<file path="src/pkg/spt_defines.svh">
// Constants for the S/PDIF transmit subframe builder: offsets, fields, resets, timing
//
// Function
// - Payload source: receiver if select 0, else audio
// - Power-down bit 2 disables transmitter, resets to 1
// - Audio source, no override: validity sent 0
// - Receiver source, no override: validity forwarded
// - Override bit 7 uses bits 5, 6
// - User bits zero unless both selects zero
// - Status one bit per subframe, 192-frame block
// - Status identical per subframe except channel numbers; code sends one vector, channel numbers included, to both
// - Status from receiver unless status-source set; code also sends register status when audio source is selected
// - Parity bit keeps subframe parity even
// - Subframe is preamble, payload, V, U, C, P
// - First status register maps to bits 7:0
// - Category register sent as status bits 15:8
// - Third register: source number, channel number fields
// - Hardware mode latches source from pin at reset
// - Reference clock: recovered clock or master clock pin
// - Channel number 01 left, 10 right; code inserts none, status bits 23:20 come from the register in both subframes
`ifndef SPT_DEFINES_SVH
`define SPT_DEFINES_SVH

// ----------------------------------------------------------------
// Register offsets
// ----------------------------------------------------------------
`define SPT_ADDR_VALIDITY 8'h06
`define SPT_ADDR_FORMAT 8'h12
`define SPT_ADDR_CATEGORY 8'h13
`define SPT_ADDR_SRC_CHAN 8'h14
`define SPT_ADDR_SOURCE 8'h15
`define SPT_ADDR_HIGH_RATE 8'h1D
`define SPT_ADDR_POWER 8'h1E

// ----------------------------------------------------------------
// Reset values
// ----------------------------------------------------------------
`define SPT_RST_VALIDITY 8'h00
`define SPT_RST_FORMAT 8'h00
`define SPT_RST_CATEGORY 8'h00
`define SPT_RST_SRC_CHAN 8'h00
`define SPT_RST_SOURCE 8'h71
`define SPT_RST_HIGH_RATE 8'h80
`define SPT_RST_POWER 8'h06

// ----------------------------------------------------------------
// Field positions
// ----------------------------------------------------------------
`define SPT_VAL_SUB0_BIT 5
`define SPT_VAL_SUB1_BIT 6
`define SPT_VAL_OVR_BIT 7
`define SPT_SRC_BIT 6
`define SPT_STAT_SRC_BIT 7
`define SPT_TX_PD_BIT 2

// ----------------------------------------------------------------
// Framing
// ----------------------------------------------------------------
`define SPT_SAMPLE_W 24
`define SPT_WORD_W 27
`define SPT_FIFO_DEPTH 16
`define SPT_BLOCK_LAST 8'hBF
`define SPT_CS_USED 8'h28
`define SPT_PRE_HALVES 6'h08
`define SPT_LOAD_HALF 6'h07
`define SPT_LAST_HALF 6'h3F
`define SPT_PRE_BLOCK 8'hE8
`define SPT_PRE_SUB0 8'hE2
`define SPT_PRE_SUB1 8'hE4
`define SPT_SYNC_IN 4
`define SPT_STRAP_WAIT 3'h4

`endif

</file>
<file path="src/pkg/spt_pkg.sv">
// Types shared by the S/PDIF transmit subframe builder
package spt_pkg;
  // Serializer run state
  typedef enum logic {
    SPT_OFF,
    SPT_RUN
  } spt_state_t;
endpackage

</file>
<file path="src/verilog/spt_fifo.sv">
// Sample FIFO with valid/ready on both sides
module spt_fifo #(
  parameter int W = 27,
  parameter int D = 16
) (
  input wire logic clk,
  input wire logic rst,
  input wire logic ce,
  input wire logic in_valid,
  input wire logic [W-1:0] in_data,
  output logic in_ready,
  output logic out_valid,
  output logic [W-1:0] out_data,
  input wire logic out_ready
);
  localparam int AW = $clog2(D);
  localparam int CW = $clog2(D + 1);

  logic [W-1:0] mem [D];  // Storage
  logic [AW-1:0] wr_ptr_reg;  // Write pointer
  logic [AW-1:0] rd_ptr_reg;  // Read pointer
  logic [CW-1:0] count_reg;  // Occupancy
  logic push;
  logic pop;

  assign in_ready = (count_reg != CW'(D));
  assign out_valid = (count_reg != '0);
  assign out_data = mem[rd_ptr_reg];
  assign push = in_valid && in_ready;
  assign pop = out_ready && out_valid;

  // Storage write
  always_ff @(posedge clk) begin
    if (ce && push) begin
      mem[wr_ptr_reg] <= in_data;
    end
  end

  // Pointers and occupancy
  always_ff @(posedge clk or posedge rst) begin
    if (rst) begin
      wr_ptr_reg <= '0;
      rd_ptr_reg <= '0;
      count_reg <= '0;
    end else if (ce) begin
      if (push) begin
        wr_ptr_reg <= (wr_ptr_reg == AW'(D - 1)) ? '0 : AW'(wr_ptr_reg + 1'b1);
      end
      if (pop) begin
        rd_ptr_reg <= (rd_ptr_reg == AW'(D - 1)) ? '0 : AW'(rd_ptr_reg + 1'b1);
      end
      if (push && !pop) begin
        count_reg <= CW'(count_reg + 1'b1);
      end else if (pop && !push) begin
        count_reg <= CW'(count_reg - 1'b1);
      end
    end
  end
endmodule

</file>
<file path="src/verilog/spt_tx.sv">
// S/PDIF transmit subframe builder with register file and biphase-mark output
`include "spt_defines.svh"
module spt_tx
  import spt_pkg::*;
(
  input wire logic clk,
  input wire logic rst,
  input wire logic ce,
  input wire logic [7:0] reg_addr,
  input wire logic [7:0] reg_wdata,
  input wire logic reg_wr,
  input wire logic reg_rd,
  output logic [7:0] reg_rdata,
  input wire logic hw_mode,
  input wire logic select_or_output1_pin,
  input wire logic recovered_pll_clock,
  input wire logic mclk_pin,
  input wire logic [23:0] rx_sample,
  input wire logic rx_validity,
  input wire logic rx_user,
  input wire logic rx_status,
  input wire logic rx_sample_valid,
  output logic rx_sample_ready,
  input wire logic [23:0] aif_sample,
  input wire logic aif_sample_valid,
  output logic aif_sample_ready,
  output logic serial_audio_out_pin
);

  // ----------------------------------------------------------------
  // Registers
  // ----------------------------------------------------------------
  logic [7:0] tx_validity_control_reg;  // Validity override
  logic [7:0] tx_status_format_bits_reg;  // Status bits 7:0
  logic [7:0] tx_status_category_reg;  // Status bits 15:8
  logic [7:0] tx_status_source_channel_reg;  // Status bits 23:16
  logic [7:0] tx_source_select_reg;  // Sources, status bits 29:24
  logic [7:0] rx_high_rate_enable_reg;  // Stored only
  logic [7:0] power_down_control_reg;  // Power-down bits
  logic [7:0] rdata_reg;  // Read data
  logic [2:0] strap_cnt_reg;  // Wait until the filtered strap levels have settled
  logic strap_done_reg;  // Strap latched once

  // Decoded controls
  logic tx_payload_source;
  logic tx_status_source;
  logic validity_override_en;
  logic validity_value_sub0;
  logic validity_value_sub1;
  logic tx_power_down;
  logic use_regs;

  assign tx_payload_source = tx_source_select_reg[`SPT_SRC_BIT];
  assign tx_status_source = tx_source_select_reg[`SPT_STAT_SRC_BIT];
  assign validity_override_en = tx_validity_control_reg[`SPT_VAL_OVR_BIT];
  assign validity_value_sub0 = tx_validity_control_reg[`SPT_VAL_SUB0_BIT];
  assign validity_value_sub1 = tx_validity_control_reg[`SPT_VAL_SUB1_BIT];
  assign tx_power_down = power_down_control_reg[`SPT_TX_PD_BIT];
  assign use_regs = tx_payload_source || tx_status_source;

  // ----------------------------------------------------------------
  // Pin synchronisers
  // ----------------------------------------------------------------
  logic [`SPT_SYNC_IN-1:0] pin_in;  // Raw asynchronous inputs
  logic [`SPT_SYNC_IN-1:0] pin_lvl;  // Filtered levels
  assign pin_in = {mclk_pin, recovered_pll_clock, select_or_output1_pin, hw_mode};

  genvar gi;
  generate
    for (gi = 0; gi < `SPT_SYNC_IN; gi++) begin : g_sync
      logic s1_reg;  // First stage, read only by second
      logic s2_reg;
      logic s3_reg;
      logic lvl_reg;  // Accepted level
      // Three stages, change taken when the last two agree
      always_ff @(posedge clk or posedge rst) begin
        if (rst) begin
          s1_reg <= 1'b0;
          s2_reg <= 1'b0;
          s3_reg <= 1'b0;
          lvl_reg <= 1'b0;
        end else if (ce) begin
          s1_reg <= pin_in[gi];
          s2_reg <= s1_reg;
          s3_reg <= s2_reg;
          if (s2_reg == s3_reg) begin
            lvl_reg <= s3_reg;
          end
        end
      end
      assign pin_lvl[gi] = lvl_reg;
    end
  endgenerate

  // ----------------------------------------------------------------
  // Reference clock edge
  // ----------------------------------------------------------------
  logic ref_prev_reg;  // Previous reference level
  logic ref_lvl;
  logic tick;  // One half bit cell
  assign ref_lvl = tx_payload_source ? pin_lvl[3] : pin_lvl[2];
  assign tick = ref_lvl && !ref_prev_reg;

  // Edge detector on the selected reference
  always_ff @(posedge clk or posedge rst) begin
    if (rst) begin
      ref_prev_reg <= 1'b0;
    end else if (ce) begin
      ref_prev_reg <= ref_lvl;
    end
  end

  // ----------------------------------------------------------------
  // Register writes and reset strap
  // ----------------------------------------------------------------
  // Write decode; source bit may be set from the strap once after reset
  always_ff @(posedge clk or posedge rst) begin
    if (rst) begin
      tx_validity_control_reg <= `SPT_RST_VALIDITY;
      tx_status_format_bits_reg <= `SPT_RST_FORMAT;
      tx_status_category_reg <= `SPT_RST_CATEGORY;
      tx_status_source_channel_reg <= `SPT_RST_SRC_CHAN;
      tx_source_select_reg <= `SPT_RST_SOURCE;
      rx_high_rate_enable_reg <= `SPT_RST_HIGH_RATE;
      power_down_control_reg <= `SPT_RST_POWER;
      strap_cnt_reg <= 3'h0;
      strap_done_reg <= 1'b0;
    end else if (ce) begin
      if (!strap_done_reg) begin
        // Straps pass the synchroniser before they are taken
        if (strap_cnt_reg == `SPT_STRAP_WAIT) begin
          strap_done_reg <= 1'b1;
          if (pin_lvl[0]) begin
            tx_source_select_reg[`SPT_SRC_BIT] <= pin_lvl[1];
          end
        end else begin
          strap_cnt_reg <= 3'(strap_cnt_reg + 1'b1);
        end
      end else if (reg_wr) begin
        if (reg_addr == `SPT_ADDR_VALIDITY) begin
          tx_validity_control_reg <= reg_wdata;
        end else if (reg_addr == `SPT_ADDR_FORMAT) begin
          tx_status_format_bits_reg <= reg_wdata;
        end else if (reg_addr == `SPT_ADDR_CATEGORY) begin
          tx_status_category_reg <= reg_wdata;
        end else if (reg_addr == `SPT_ADDR_SRC_CHAN) begin
          tx_status_source_channel_reg <= reg_wdata;
        end else if (reg_addr == `SPT_ADDR_SOURCE) begin
          tx_source_select_reg <= reg_wdata;
        end else if (reg_addr == `SPT_ADDR_HIGH_RATE) begin
          rx_high_rate_enable_reg <= reg_wdata;
        end else if (reg_addr == `SPT_ADDR_POWER) begin
          power_down_control_reg <= reg_wdata;
        end
      end
    end
  end

  // Read data, one cycle after the strobe; unmapped reads zero
  always_ff @(posedge clk or posedge rst) begin
    if (rst) begin
      rdata_reg <= 8'h00;
    end else if (ce && reg_rd) begin
      if (reg_addr == `SPT_ADDR_VALIDITY) begin
        rdata_reg <= tx_validity_control_reg;
      end else if (reg_addr == `SPT_ADDR_FORMAT) begin
        rdata_reg <= tx_status_format_bits_reg;
      end else if (reg_addr == `SPT_ADDR_CATEGORY) begin
        rdata_reg <= tx_status_category_reg;
      end else if (reg_addr == `SPT_ADDR_SRC_CHAN) begin
        rdata_reg <= tx_status_source_channel_reg;
      end else if (reg_addr == `SPT_ADDR_SOURCE) begin
        rdata_reg <= tx_source_select_reg;
      end else if (reg_addr == `SPT_ADDR_HIGH_RATE) begin
        rdata_reg <= rx_high_rate_enable_reg;
      end else if (reg_addr == `SPT_ADDR_POWER) begin
        rdata_reg <= power_down_control_reg;
      end else begin
        rdata_reg <= 8'h00;
      end
    end
  end
  assign reg_rdata = rdata_reg;

  // ----------------------------------------------------------------
  // Input holding stage and FIFO
  // ----------------------------------------------------------------
  logic [`SPT_WORD_W-1:0] hold_reg;  // Accepted word {c,u,v,sample}
  logic hold_full_reg;
  logic rx_ready_reg;
  logic aif_ready_reg;
  logic accept;
  logic fifo_in_ready;
  logic take;
  logic hold_full_next;
  logic fo_valid;
  logic fo_ready;
  logic [`SPT_WORD_W-1:0] fo_data;

  assign accept = (rx_sample_valid && rx_ready_reg) || (aif_sample_valid && aif_ready_reg);
  assign take = hold_full_reg && fifo_in_ready;
  assign hold_full_next = (hold_full_reg && !take) || accept;

  // Latch one word from the selected source, refill readiness
  always_ff @(posedge clk or posedge rst) begin
    if (rst) begin
      hold_reg <= '0;
      hold_full_reg <= 1'b0;
      rx_ready_reg <= 1'b0;
      aif_ready_reg <= 1'b0;
    end else if (ce) begin
      if (rx_sample_valid && rx_ready_reg) begin
        hold_reg <= {rx_status, rx_user, rx_validity, rx_sample};
      end else if (aif_sample_valid && aif_ready_reg) begin
        hold_reg <= {3'h0, aif_sample};
      end
      hold_full_reg <= hold_full_next;
      rx_ready_reg <= !hold_full_next && !tx_power_down && !tx_payload_source;
      aif_ready_reg <= !hold_full_next && !tx_power_down && tx_payload_source;
    end
  end
  assign rx_sample_ready = rx_ready_reg;
  assign aif_sample_ready = aif_ready_reg;

  spt_fifo #(
    .W(`SPT_WORD_W),
    .D(`SPT_FIFO_DEPTH)
  ) u_fifo (
    .clk(clk),
    .rst(rst),
    .ce(ce),
    .in_valid(hold_full_reg),
    .in_data(hold_reg),
    .in_ready(fifo_in_ready),
    .out_valid(fo_valid),
    .out_data(fo_data),
    .out_ready(fo_ready)
  );

  // ----------------------------------------------------------------
  // Subframe content
  // ----------------------------------------------------------------
  spt_state_t st_reg;  // Serializer state
  logic [5:0] hc_reg;  // Half cell within subframe
  logic sub_reg;  // Subframe 0 or 1
  logic [7:0] frame_reg;  // Frame within status block
  logic line_reg;  // Output level
  logic inv_reg;  // Level before the preamble
  logic [27:0] bits_reg;  // {p,c,u,v,sample} shifted out
  logic ld;
  logic [39:0] cs_vec;
  logic cs_bit;
  logic word_v;
  logic word_u;
  logic word_c;
  logic [23:0] word_smp;
  logic bit_v;
  logic bit_u;
  logic bit_c;
  logic bit_p;
  logic [7:0] pat;

  assign ld = ce && tick && !tx_power_down && (st_reg == SPT_RUN) && (hc_reg == `SPT_LOAD_HALF);
  assign fo_ready = ld;
  assign word_smp = fo_valid ? fo_data[23:0] : 24'h000000;
  assign word_v = fo_valid && fo_data[24];
  assign word_u = fo_valid && fo_data[25];
  assign word_c = fo_valid && fo_data[26];

  // One vector for both subframes, channel numbers at 23:20
  assign cs_vec = {10'h000, tx_source_select_reg[5:0], tx_status_source_channel_reg,
                   tx_status_category_reg, tx_status_format_bits_reg};
  assign cs_bit = (frame_reg < `SPT_CS_USED) ? cs_vec[frame_reg[5:0]] : 1'b0;

  // Validity, user, status and parity selection
  always_comb begin
    if (validity_override_en) begin
      bit_v = sub_reg ? validity_value_sub1 : validity_value_sub0;
    end else if (tx_payload_source) begin
      bit_v = 1'b0;
    end else begin
      bit_v = word_v;
    end
    bit_u = (!tx_payload_source && !tx_status_source) ? word_u : 1'b0;
    bit_c = use_regs ? cs_bit : word_c;
    bit_p = ^{bit_c, bit_u, bit_v, word_smp};
  end

  // Preamble pattern: block start on frame 0 of subframe 0
  always_comb begin
    if (sub_reg) begin
      pat = `SPT_PRE_SUB1;
    end else if (frame_reg == 8'h00) begin
      pat = `SPT_PRE_BLOCK;
    end else begin
      pat = `SPT_PRE_SUB0;
    end
  end

  // ----------------------------------------------------------------
  // Biphase-mark serializer
  // ----------------------------------------------------------------
  // One half cell per reference edge; preamble, then 28 data slots
  always_ff @(posedge clk or posedge rst) begin
    if (rst) begin
      st_reg <= SPT_OFF;
      hc_reg <= 6'h00;
      sub_reg <= 1'b0;
      frame_reg <= 8'h00;
      line_reg <= 1'b0;
      inv_reg <= 1'b0;
      bits_reg <= '0;
    end else if (ce) begin
      if (tx_power_down) begin
        // Disabled: line held low, framing restarts at block start
        st_reg <= SPT_OFF;
        hc_reg <= 6'h00;
        sub_reg <= 1'b0;
        frame_reg <= 8'h00;
        line_reg <= 1'b0;
      end else if (st_reg == SPT_OFF) begin
        st_reg <= SPT_RUN;
      end else if (tick) begin
        hc_reg <= 6'(hc_reg + 1'b1);
        if (hc_reg < `SPT_PRE_HALVES) begin
          // Preamble, polarity follows the previous level
          if (hc_reg == 6'h00) begin
            inv_reg <= line_reg;
            line_reg <= pat[3'h7 - hc_reg[2:0]] ^ line_reg;
          end else begin
            line_reg <= pat[3'h7 - hc_reg[2:0]] ^ inv_reg;
          end
        end else if (!hc_reg[0]) begin
          line_reg <= !line_reg;
        end else begin
          line_reg <= line_reg ^ bits_reg[0];
          bits_reg <= {1'b0, bits_reg[27:1]};
        end
        if (ld) begin
          bits_reg <= {bit_p, bit_c, bit_u, bit_v, word_smp};
        end
        if (hc_reg == `SPT_LAST_HALF) begin
          sub_reg <= !sub_reg;
          if (sub_reg) begin
            frame_reg <= (frame_reg == `SPT_BLOCK_LAST) ? 8'h00 : 8'(frame_reg + 1'b1);
          end
        end
      end
    end
  end
  assign serial_audio_out_pin = line_reg;

  // ----------------------------------------------------------------
  // Assertions
  // ----------------------------------------------------------------
  a_pd_line_low: assert property (@(posedge clk) disable iff (rst)
    (ce && tx_power_down) |=> !serial_audio_out_pin)
    else $error("line not low while powered down");

  a_src_ready: assert property (@(posedge clk) disable iff (rst)
    (rx_sample_ready |-> !$past(tx_payload_source)) and (aif_sample_ready |-> $past(tx_payload_source)))
    else $error("ready on unselected source");

  a_val_aif_zero: assert property (@(posedge clk) disable iff (rst)
    (ld && tx_payload_source && !validity_override_en) |=> !bits_reg[24])
    else $error("validity not zero for audio source");

  a_val_rx_copy: assert property (@(posedge clk) disable iff (rst)
    (ld && !tx_payload_source && !validity_override_en) |=> bits_reg[24] == $past(word_v))
    else $error("validity not forwarded");

  a_val_override: assert property (@(posedge clk) disable iff (rst)
    (ld && validity_override_en && !sub_reg) |=> bits_reg[24] == $past(validity_value_sub0))
    else $error("override validity wrong");

  a_user_gate: assert property (@(posedge clk) disable iff (rst)
    (ld && use_regs) |=> !bits_reg[25])
    else $error("user bit not zero");

  a_parity_even: assert property (@(posedge clk) disable iff (rst)
    ld |=> !(^bits_reg))
    else $error("subframe parity odd");

  a_cs_tail_zero: assert property (@(posedge clk) disable iff (rst)
    (ld && use_regs && frame_reg >= `SPT_CS_USED) |=> !bits_reg[26])
    else $error("status bit beyond 40 not zero");

  a_cat_map: assert property (@(posedge clk) disable iff (rst)
    (ld && use_regs && frame_reg[7:3] == 5'h01)
      |=> bits_reg[26] == $past(tx_status_category_reg[frame_reg[2:0]]))
    else $error("category bit mismatch");

  a_pre_toggle: assert property (@(posedge clk) disable iff (rst)
    (ce && tick && !tx_power_down && st_reg == SPT_RUN && hc_reg == 6'h00)
      |=> serial_audio_out_pin != $past(serial_audio_out_pin))
    else $error("preamble did not start with a transition");

  a_strap_latch: assert property (@(posedge clk) disable iff (rst)
    (ce && !strap_done_reg && strap_cnt_reg == `SPT_STRAP_WAIT && pin_lvl[0])
      |=> tx_payload_source == $past(pin_lvl[1]))
    else $error("strap not latched");
endmodule

</file>
<file path="config.mk">
export PLATFORM = sky130hd
export DESIGN_NAME = spt_tx
export DESIGN_NICKNAME = d
export VERILOG_FILES = /design/src/pkg/spt_pkg.sv /design/src/verilog/spt_fifo.sv /design/src/verilog/spt_tx.sv
export VERILOG_INCLUDE_DIRS = /design/src /design/src/pkg
export SDC_FILE = /design/constraint.sdc
export NUM_CORES = 1
export LEC_CHECK = 0
export CAP_MARGIN = 10
export CORE_AREA = 2 2 202 204
export DETAILED_ROUTE_END_ITERATION = 12
export DIE_AREA = 0 0 204 206
export DONT_BUFFER_PORTS = 1
export PLACE_DENSITY = 0.81
export SYNTH_ARGS = -nofsm -noshare
export SYNTH_HDL_FRONTEND = slang
export SYNTH_HIERARCHICAL = 1
export SYNTH_SLANG_ARGS = --single-unit
</file>
<file path="constraint.sdc">
create_clock -name clk -period 7.3 [get_ports clk]
set_input_delay 0.73 -clock clk [delete_from_list [all_inputs] [get_ports clk]]
set_output_delay 0.73 -clock clk [all_outputs]
set_load 0.01 [all_outputs]
</file>
==> results of run 1 <==
[metrics by stage]
| stage | area (µm²) | util [%] | hold WS (ns) |
|---|---|---|---|
| 6_report | 28070 | 69.85 | 0.09157 |
| 5_1_grt | 28070 | 69.85 | 0.1060 |
| 4_1_cts | 28070 | 69.85 | 0.07228 |
| 3_5_place_dp | 26140 | 65.05 | 0.4885 |
| 3_3_place_gp | 26140 | 65.05 | 0.4655 |
| 2_1_floorplan | 25720 | - | 0.4587 |
[synth_stat cells (28+ instances only)]
library cell | number | area [µm²]
dfrtp_1 | 167 | 4179
mux2_2 | 78 | 878.3
nor2_1 | 81 | 304.0
a22oi_1 | 35 | 262.8
edfxtp_1 | 432 | 12970
nand2_1 | 128 | 480.5
o21ai_0 | 55 | 275.3
a21oi_1 | 39 | 195.2
clkbuf_1 | 57 | 214.0
a221oi_1 | 28 | 245.2
a31oi_1 | 30 | 187.7
mux4_2 | 55 | 1239
nand3_1 | 36 | 180.2
o211ai_1 | 28 | 210.2
mux2i_1 | 148 | 1481
[worst paths after layout]
check	from	endpoint	slack, ns	cells past startpoint
max	u_fifo/rd_ptr_reg[2]	bits_reg[27]	3.12	13
min	rst	u_fifo/rd_ptr_reg[2]	0.09	1
min in group clk	ce	frame_reg[6]	0.24	1
min reg2reg	g_sync[3].s3_reg	g_sync[3].lvl_reg	0.50	2
max reg2reg	u_fifo/rd_ptr_reg[2]	bits_reg[27]	3.12	13
max in group asynchronous	rst	g_sync[3].s1_reg	5.76	2
[cell families (layout without fill, tap and decap cells)]
kind of cell | after synthesis | count (layout) | synth area share (%)
flops | 606 | 606 | 67.39
simple gates | 321 | 321 | 5.802
compound gates | 308 | 308 | 8.045
mux | 284 | 284 | 14.29
buf+inv | 124 | 151 | 2.466
xor+xnor | 32 | 32 | 1.196
fa+ha+maj | 16 | 16 | 0.8074
[power groups by stage]
stage / combinational (µW) / clock (µW) / sequential [µW]
after floorplan: 1090 / 0 / 4640
after global placement: 1250 / 0 / 4790
after detailed placement: 1300 / 0 / 4850
after CTS: 1310 / 3030 / 4780
after global routing: 1430 / 3170 / 4850
final: 1310 / 3000 / 4780
[metal layers]
layer / part of all wire [%] / global-route usage, %
met1: 39 / 38.30
met3: 9.0 / 5.535
met2: 49 / 45.42
met4: 3.7 / 10.48
met5: 0 / 0
[cell type report]
cell class | instances | area [µm²]
fillers | 2467 | 12120
flip-flops and latches | 606 | 17340
clock buffers | 82 | 1663
multi-input cells | 961 | 7884
inverters | 23 | 91.34
well taps | 532 | 665.6
clock inverters | 27 | 266.5
repair buffers | 19 | 155.1
[layout by cell type, fill, tap and decap left out, drive strengths merged, types with 4 or more instances in the layout]
cell type and n:
a21o 6, nor2 81, clkbuf 82, and3 5
mux2 78, o21ai 81, a221oi 29, a21oi 40
xor2 4, ha 15, xnor2 26, o22ai 19
mux4 58, dfstp 7, mux2i 148, buf 19
nor3 20, edfxtp 432, bufinv 4, a31oi 30
nor2b 11, inv 24, o31ai 8, nand2 129
or2 4, a22oi 35, and2 5, nand3 36
o211ai 29, nand2b 14, a22o 11, dfrtp 167
clkinv 21, a32o 4
==> reports/qor.yml, run 1 <==
outcome:
  status: "completed"
timing:
  slew_headroom_pct: 13.75
  tightest_slew_ns: 1.291
  clock_skew_ns: 0.04213
  slew_violations: 0
  rsz0062_at_grt: "false"
  final.setup.tns_ns: 0
  setup_ws_ns: 3.122
  period_needed_ns: 4.178
  finalSetupViolCount: 0
  hold_viol_final: 0
  clock.fmax_mhz: 239.4
  post-route-period-util_pct: 57.23
synthesis:
  synth-edff-count: 432
  yosysSeqAreaShare_pct: 67.39
  yosys_warnings: 6
  synth_seq_cells: 606
  ys_types: 72
  synth.cell_area_mm2: 0.02572
  syn_nets: 1785
  synth_async_sr_flop_share_pct: 28.71
  syn-mean-instance-area_um2: 15.21
  synth_ff_type: "edfxtp_1"
  synthCells: 1691
worst_setup_path:
  cp_data_required_time_ns: 7.84
  end_kind: "flop"
  crit_top_cell: "xnor2_1"
  cp_max_fo: 35
  critical_path.top_delay_family: "XOR/XNOR gates"
  slowest_delay_ns: 0.81
  crit_type: "flop to flop"
  cpMaxStageDelayCell: "dfrtp_2"
  critPathArrivalTime_ns: 4.71
  crit_path_start_kind: "flop"
  crit_chain: "buf_4 > nor2b_2 > buf_4 > a221oi_1 > o21ai_1 > nand2_1 > xnor2_1 > xnor2_1 > xnor3_1 > nand2_1 > xnor2_1 > xnor3_1 > o22ai_1"
  crit_buf_inv: 2
pwr:
  internal-power_uw: 6623
  power_density_mw_per_mm2: 323.7
  leakage_uw: 0.009805
  peakVddDrop_uv: 267.4
  p_switching_uw: 2463
  p_sw_share_pct: 27.11
  power_uw: 9086
  seq_power_share_pct: 52.6
  power.share.clock_pct: 33.0
  comb_power_share_pct: 14.4
placement:
  dp_hpwl_um: 32630
  placed_cells: 2141
  io_buffer_count: 0
  gp_congestion: 0.9071
  dpl_worst_slack_ns: 3.326
layout:
  syn_to_final_growth_pct: 9.110
  drive_gt1_share_pct: 17.05
  largest_register_ffs: 432
  fin_cells: 2250
  layout.nets: 1763
  antenna_cells: 0
clock_network:
  postCtsSetupBuffers: 0
  cts_resized: 0
  clk_latency_ns: 0.64
  cts_tree: "yes"
  cts_max_level: 2
  clkTransAtPathRegs_ns: 0.06
  cts_buffers: 58
  cts_buffer_depth: 3
  clock-root-buffer: "clkbuf_16"
  clkSinkCount: 606
  hold_buffers: 0
floorplan:
  rows: 74
  die_h_um: 206
  start_util_pct: 64.02
  core_area_mm2: 0.04018
  pin_count: 89
  die_w_um: 204
  die_area_mm2: 0.04202
job:
  cap_violations: 0
routing:
  vias: 14960
  viasPerCell: 6.649
  antenna_left: 0
  first_iter_violations: 1615
  drtPass1Iterations: 6
  drc: 0
  wl_per_cell_um: 25.60
  wl_um: 57600
global_routing:
  grt_overflow_total: 0
  grt_pass1_wl_um: 88210
  first_global_vias: 14960
  grtUsageTotal_pct: 28.05
  grt_antenna_before_repair: 0
  grt_max_degree: 126
hold_path:
  hp-class: "input port to asynchronous set/reset pin"
Note: power is estimated with default switching activity, not from simulation.
==> run 2: changes to the inputs <==
- ABC_AREA: not set -> 1
- CORE_AREA: 2 2 202 204 -> 2 2 224 226
- DIE_AREA: 0 0 204 206 -> 0 0 226 228
- PLACE_DENSITY: 0.81 -> 0.76
- clock period: 7.3 -> 3.4 ns (I/O delays scaled with it)
==> reports/qor.yml, run 2 <==
global_routing:
  first_global_vias: 20960  # +40%
  grt_overflow_total: 0  # unchanged
  grt_antenna_before_repair: 0  # unchanged
  grtUsageTotal_pct: 28.33  # +0.28 points
  grt_max_degree: 113  # -10%
  grt_pass1_wl_um: 112700  # +28%
layout:
  largest_register_ffs: 432  # unchanged
  post-route-util_pct: 65.05  # -4.8 points
  layout_common_cells: "nand2_1 (1,066), inv_1 (547), edfxtp_1 (432), nand3_1 (354), dfrtp_1 (165)"
  syn_to_final_growth_pct: 13.47
  regArea_mm2: 0.01734  # unchanged
  drive_gt1_share_pct: 6.189  # -11 points
  antenna_cells: 0  # unchanged
  layout.nets: 3305  # +87%
  layout_commonest_cell: "nand2_1"
  postLayoutCellArea_mm2: 0.03210  # +14%
  multiInputGateArea_mm2: 0.008290  # +5.2%
  fill_cells: 3785  # +53%
synthesis:
  synth_async_sr_flop_share_pct: 28.71  # unchanged
  synthCells: 3151  # +86%
  yosys_warnings: 6  # unchanged
  syn-mean-instance-area_um2: 8.978  # -41%
  synth_top_area_share_pct: 45.85  # -4.6 points
  synth.cell_area_mm2: 0.02829  # +10%
  ys_types: 45  # -38%
  syn_nets: 3245  # +82%
  synth-edff-count: 432  # unchanged
  yosysTopAreaCell: "edfxtp_1"
  yosysSeqAreaShare_pct: 61.28  # -6.1 points
  synth_seq_cells: 606  # unchanged
  synth_area_leaders: "edfxtp_1 (46%), dfrtp_1 (15%), nand2_1 (14%), inv_1 (7.3%), nand3_1 (6.3%)"
  synth.most_common_cell: "nand2_1"
  synth_commonest_cells: "nand2_1 (1,066), inv_1 (548), edfxtp_1 (432), nand3_1 (354), dfrtp_1 (167)"
  synth_ff_type: "edfxtp_1"
pwr:
  p_switching_uw: 3306  # +34%
  peakVddDrop_uv: 440.7  # +65%
  leakage_uw: 0.01458  # +49%
  power.share.clock_pct: 45.0  # +12 points
  power_density_mw_per_mm2: 494.9  # +53%
  seq_power_share_pct: 52.2  # -0.4 points
  comb_power_share_pct: 2.9  # -12 points
  internal-power_uw: 12580  # +90%
  p_sw_share_pct: 20.81  # -6.3 points
clock_network:
  cts_tree: "yes"
  cts_resized: 0  # unchanged
  clkSinkCount: 606  # unchanged
  postCtsSetupBuffers: 0  # unchanged
  cts_buffers: 66  # +14%
  clkTransAtPathRegs_ns: 0.06  # about the same
  cts_buffer_depth: 3  # unchanged
  cts_max_level: 3  # +1
  clk_latency_ns: 0.59  # -0.05 ns
  clock-root-buffer: "clkbuf_16"
  hold_buffers: 65  # +65
timing:
  final.setup.tns_ns: 0  # unchanged
  post-route-period-util_pct: 88.34  # +31 points
  slew_violations: 0  # unchanged
  setup_ws_ns: 0.3966  # -2.726 ns
  fin_hold_ws_ns: 0.02542  # -0.06614 ns
  tightest_slew_ns: 0.9885  # -0.3022 ns
  clock.fmax_mhz: 333.0  # +39%
  rsz0062_at_grt: "false"
  period_needed_ns: 3.003  # -1.174 ns
  clock_skew_ns: 0.01820  # -0.02394 ns
  slew_headroom_pct: 33.69  # +20 points
  finalSetupViolCount: 0  # unchanged
  hold_viol_final: 0  # unchanged
placement:
  gp_congestion: 0.9010  # -0.67%
  dp_hpwl_um: 42420  # +30%
  postPlaceCellArea_mm2: 0.02927  # +12%
  dpl_worst_slack_ns: 0.5245  # -2.801 ns
  io_buffer_count: 0  # unchanged
routing:
  antenna_left: 0  # unchanged
  wl_um: 71820  # +25%
  wl_per_cell_um: 18.25  # -29%
  vias: 21600  # +44%
  drtPass1Iterations: 6  # unchanged
  first_iter_violations: 2239  # +39%
  drc: 0  # unchanged
  viasPerCell: 5.487  # -17%
worst_setup_path:
  regToRegStartpoint: "rx_sample_ready"
  crit_path_start_kind: "flop"
  cp_data_required_time_ns: 3.87  # -3.97 ns
  crit_chain: "nand2_1 > buf_4 > clkinv_1 > nand2_1 > a31oi_1 > dlygate4sd3_1"
  crit_type: "flop to flop"
  cp_max_fo: 27  # -23%
  crit_buf_inv: 3  # +1
  end_kind: "flop"
  critPathArrivalTime_ns: 3.47  # -1.24 ns
  cpMaxStageDelayCell: "clkinv_1"
  slowest_delay_ns: 0.88  # +0.07 ns
  crit_top_cell: "nand2_1"
  crit_path_start: "rx_sample_ready"
  critical_path.top_delay_family: "buffers and inverters"
floorplan:
  die_area_mm2: 0.05153  # +23%
  core_area_mm2: 0.04935  # +23%
  die_h_um: 228  # +11%
  rows: 82  # +11%
  start_util_pct: 57.33  # -6.7 points
  pin_count: 89  # unchanged
  die_w_um: 226  # +11%
hold_path:
  hp-class: "input port to flop"
  hp-start: "ce"
job:
  cap_violations: 0  # unchanged
outcome:
  status: "completed"
-- run 2: cell types whose count changed in the layout (fill, tap and decap cells not counted), moves of 28 or more --
cell and change:
nand2_1 +940, inv_1 +525, nand3_1 +318, mux2i_1 -146, mux2_2 -78, dlygate4sd3_1 +65, mux4_2 -55, nor2_1 +53
o21ai_0 +51, a22oi_1 -34, a221oi_1 -28
-- run 2: power groups by stage --
stage | clock [µW] | sequential [µW] | combinational [µW]
after floorplan | 0 | 8350 | 285
after global placement | 0 | 8420 | 352
after detailed placement | 0 | 8430 | 373
after CTS | 7240 | 8290 | 456
after global routing | 7530 | 8310 | 526
final | 7140 | 8290 | 457
-- run 2: final timing paths --
path	cells after the start	to	slack [ns]
setup reg to reg	6	hold_reg[12]	0.40
hold reg to reg	2	tx_validity_control_reg[0]	0.47
max in group asynchronous	3	hold_reg[10]	2.21
hold / removal	4	st_reg	0.03
min in group asynchronous	2	hold_reg[25]	0.36
setup / recovery	6	hold_reg[12]	0.40
-- run 2: per-stage QoR --
step           std cells  total power (µW)
2_1_floorplan       3151              8637
3_3_place_gp        3750              8772
3_5_place_dp        3750              8807
4_1_cts             3936             15980
5_1_grt             3936             16360
6_report            3936             15890
-- run 2: cells by family (layout without fill, tap and decap cells) --
family,after synthesis,in the layout,share of synthesized area [%]
mux,2,2,0.07076
simple gates,1598,1598,23.28
buf+inv,687,800,9.845
xor+xnor,8,8,0.2477
compound gates,234,234,4.551
flops,606,606,61.28
fa+ha+maj,16,16,0.7342
-- run 2: routing by layer --
metal	share of wire [%]	wire length [µm]	vias up	GRT usage, %
met5	0	0	-	0
met4	2.8	2010	0	9.685
met3	9.3	6705	156	5.603
met2	48	34170	1041	45.82
met1	40	28940	10250	38.45
li1	-	-	10150	-
-- run 2: layout make-up --
class | instances | share of cell area [%]
timing repair buffer | 120 | 4.171
inverter | 559 | 6.568
sequential | 606 | 54.03
clock buffer | 91 | 5.925
clock inverter | 30 | 0.8653
multi-input combinational | 1858 | 25.83
tap | 672 | 2.619
-- run 2: worst reg2reg max path, stage by stage, from the launching register on --
cell	delay, ns
dfrtp_1	0.47
nand2_1	0.10
buf_4	0.33
clkinv_1	0.89
nand2_1	0.38
a31oi_1	0.11
dlygate4sd3_1	0.59
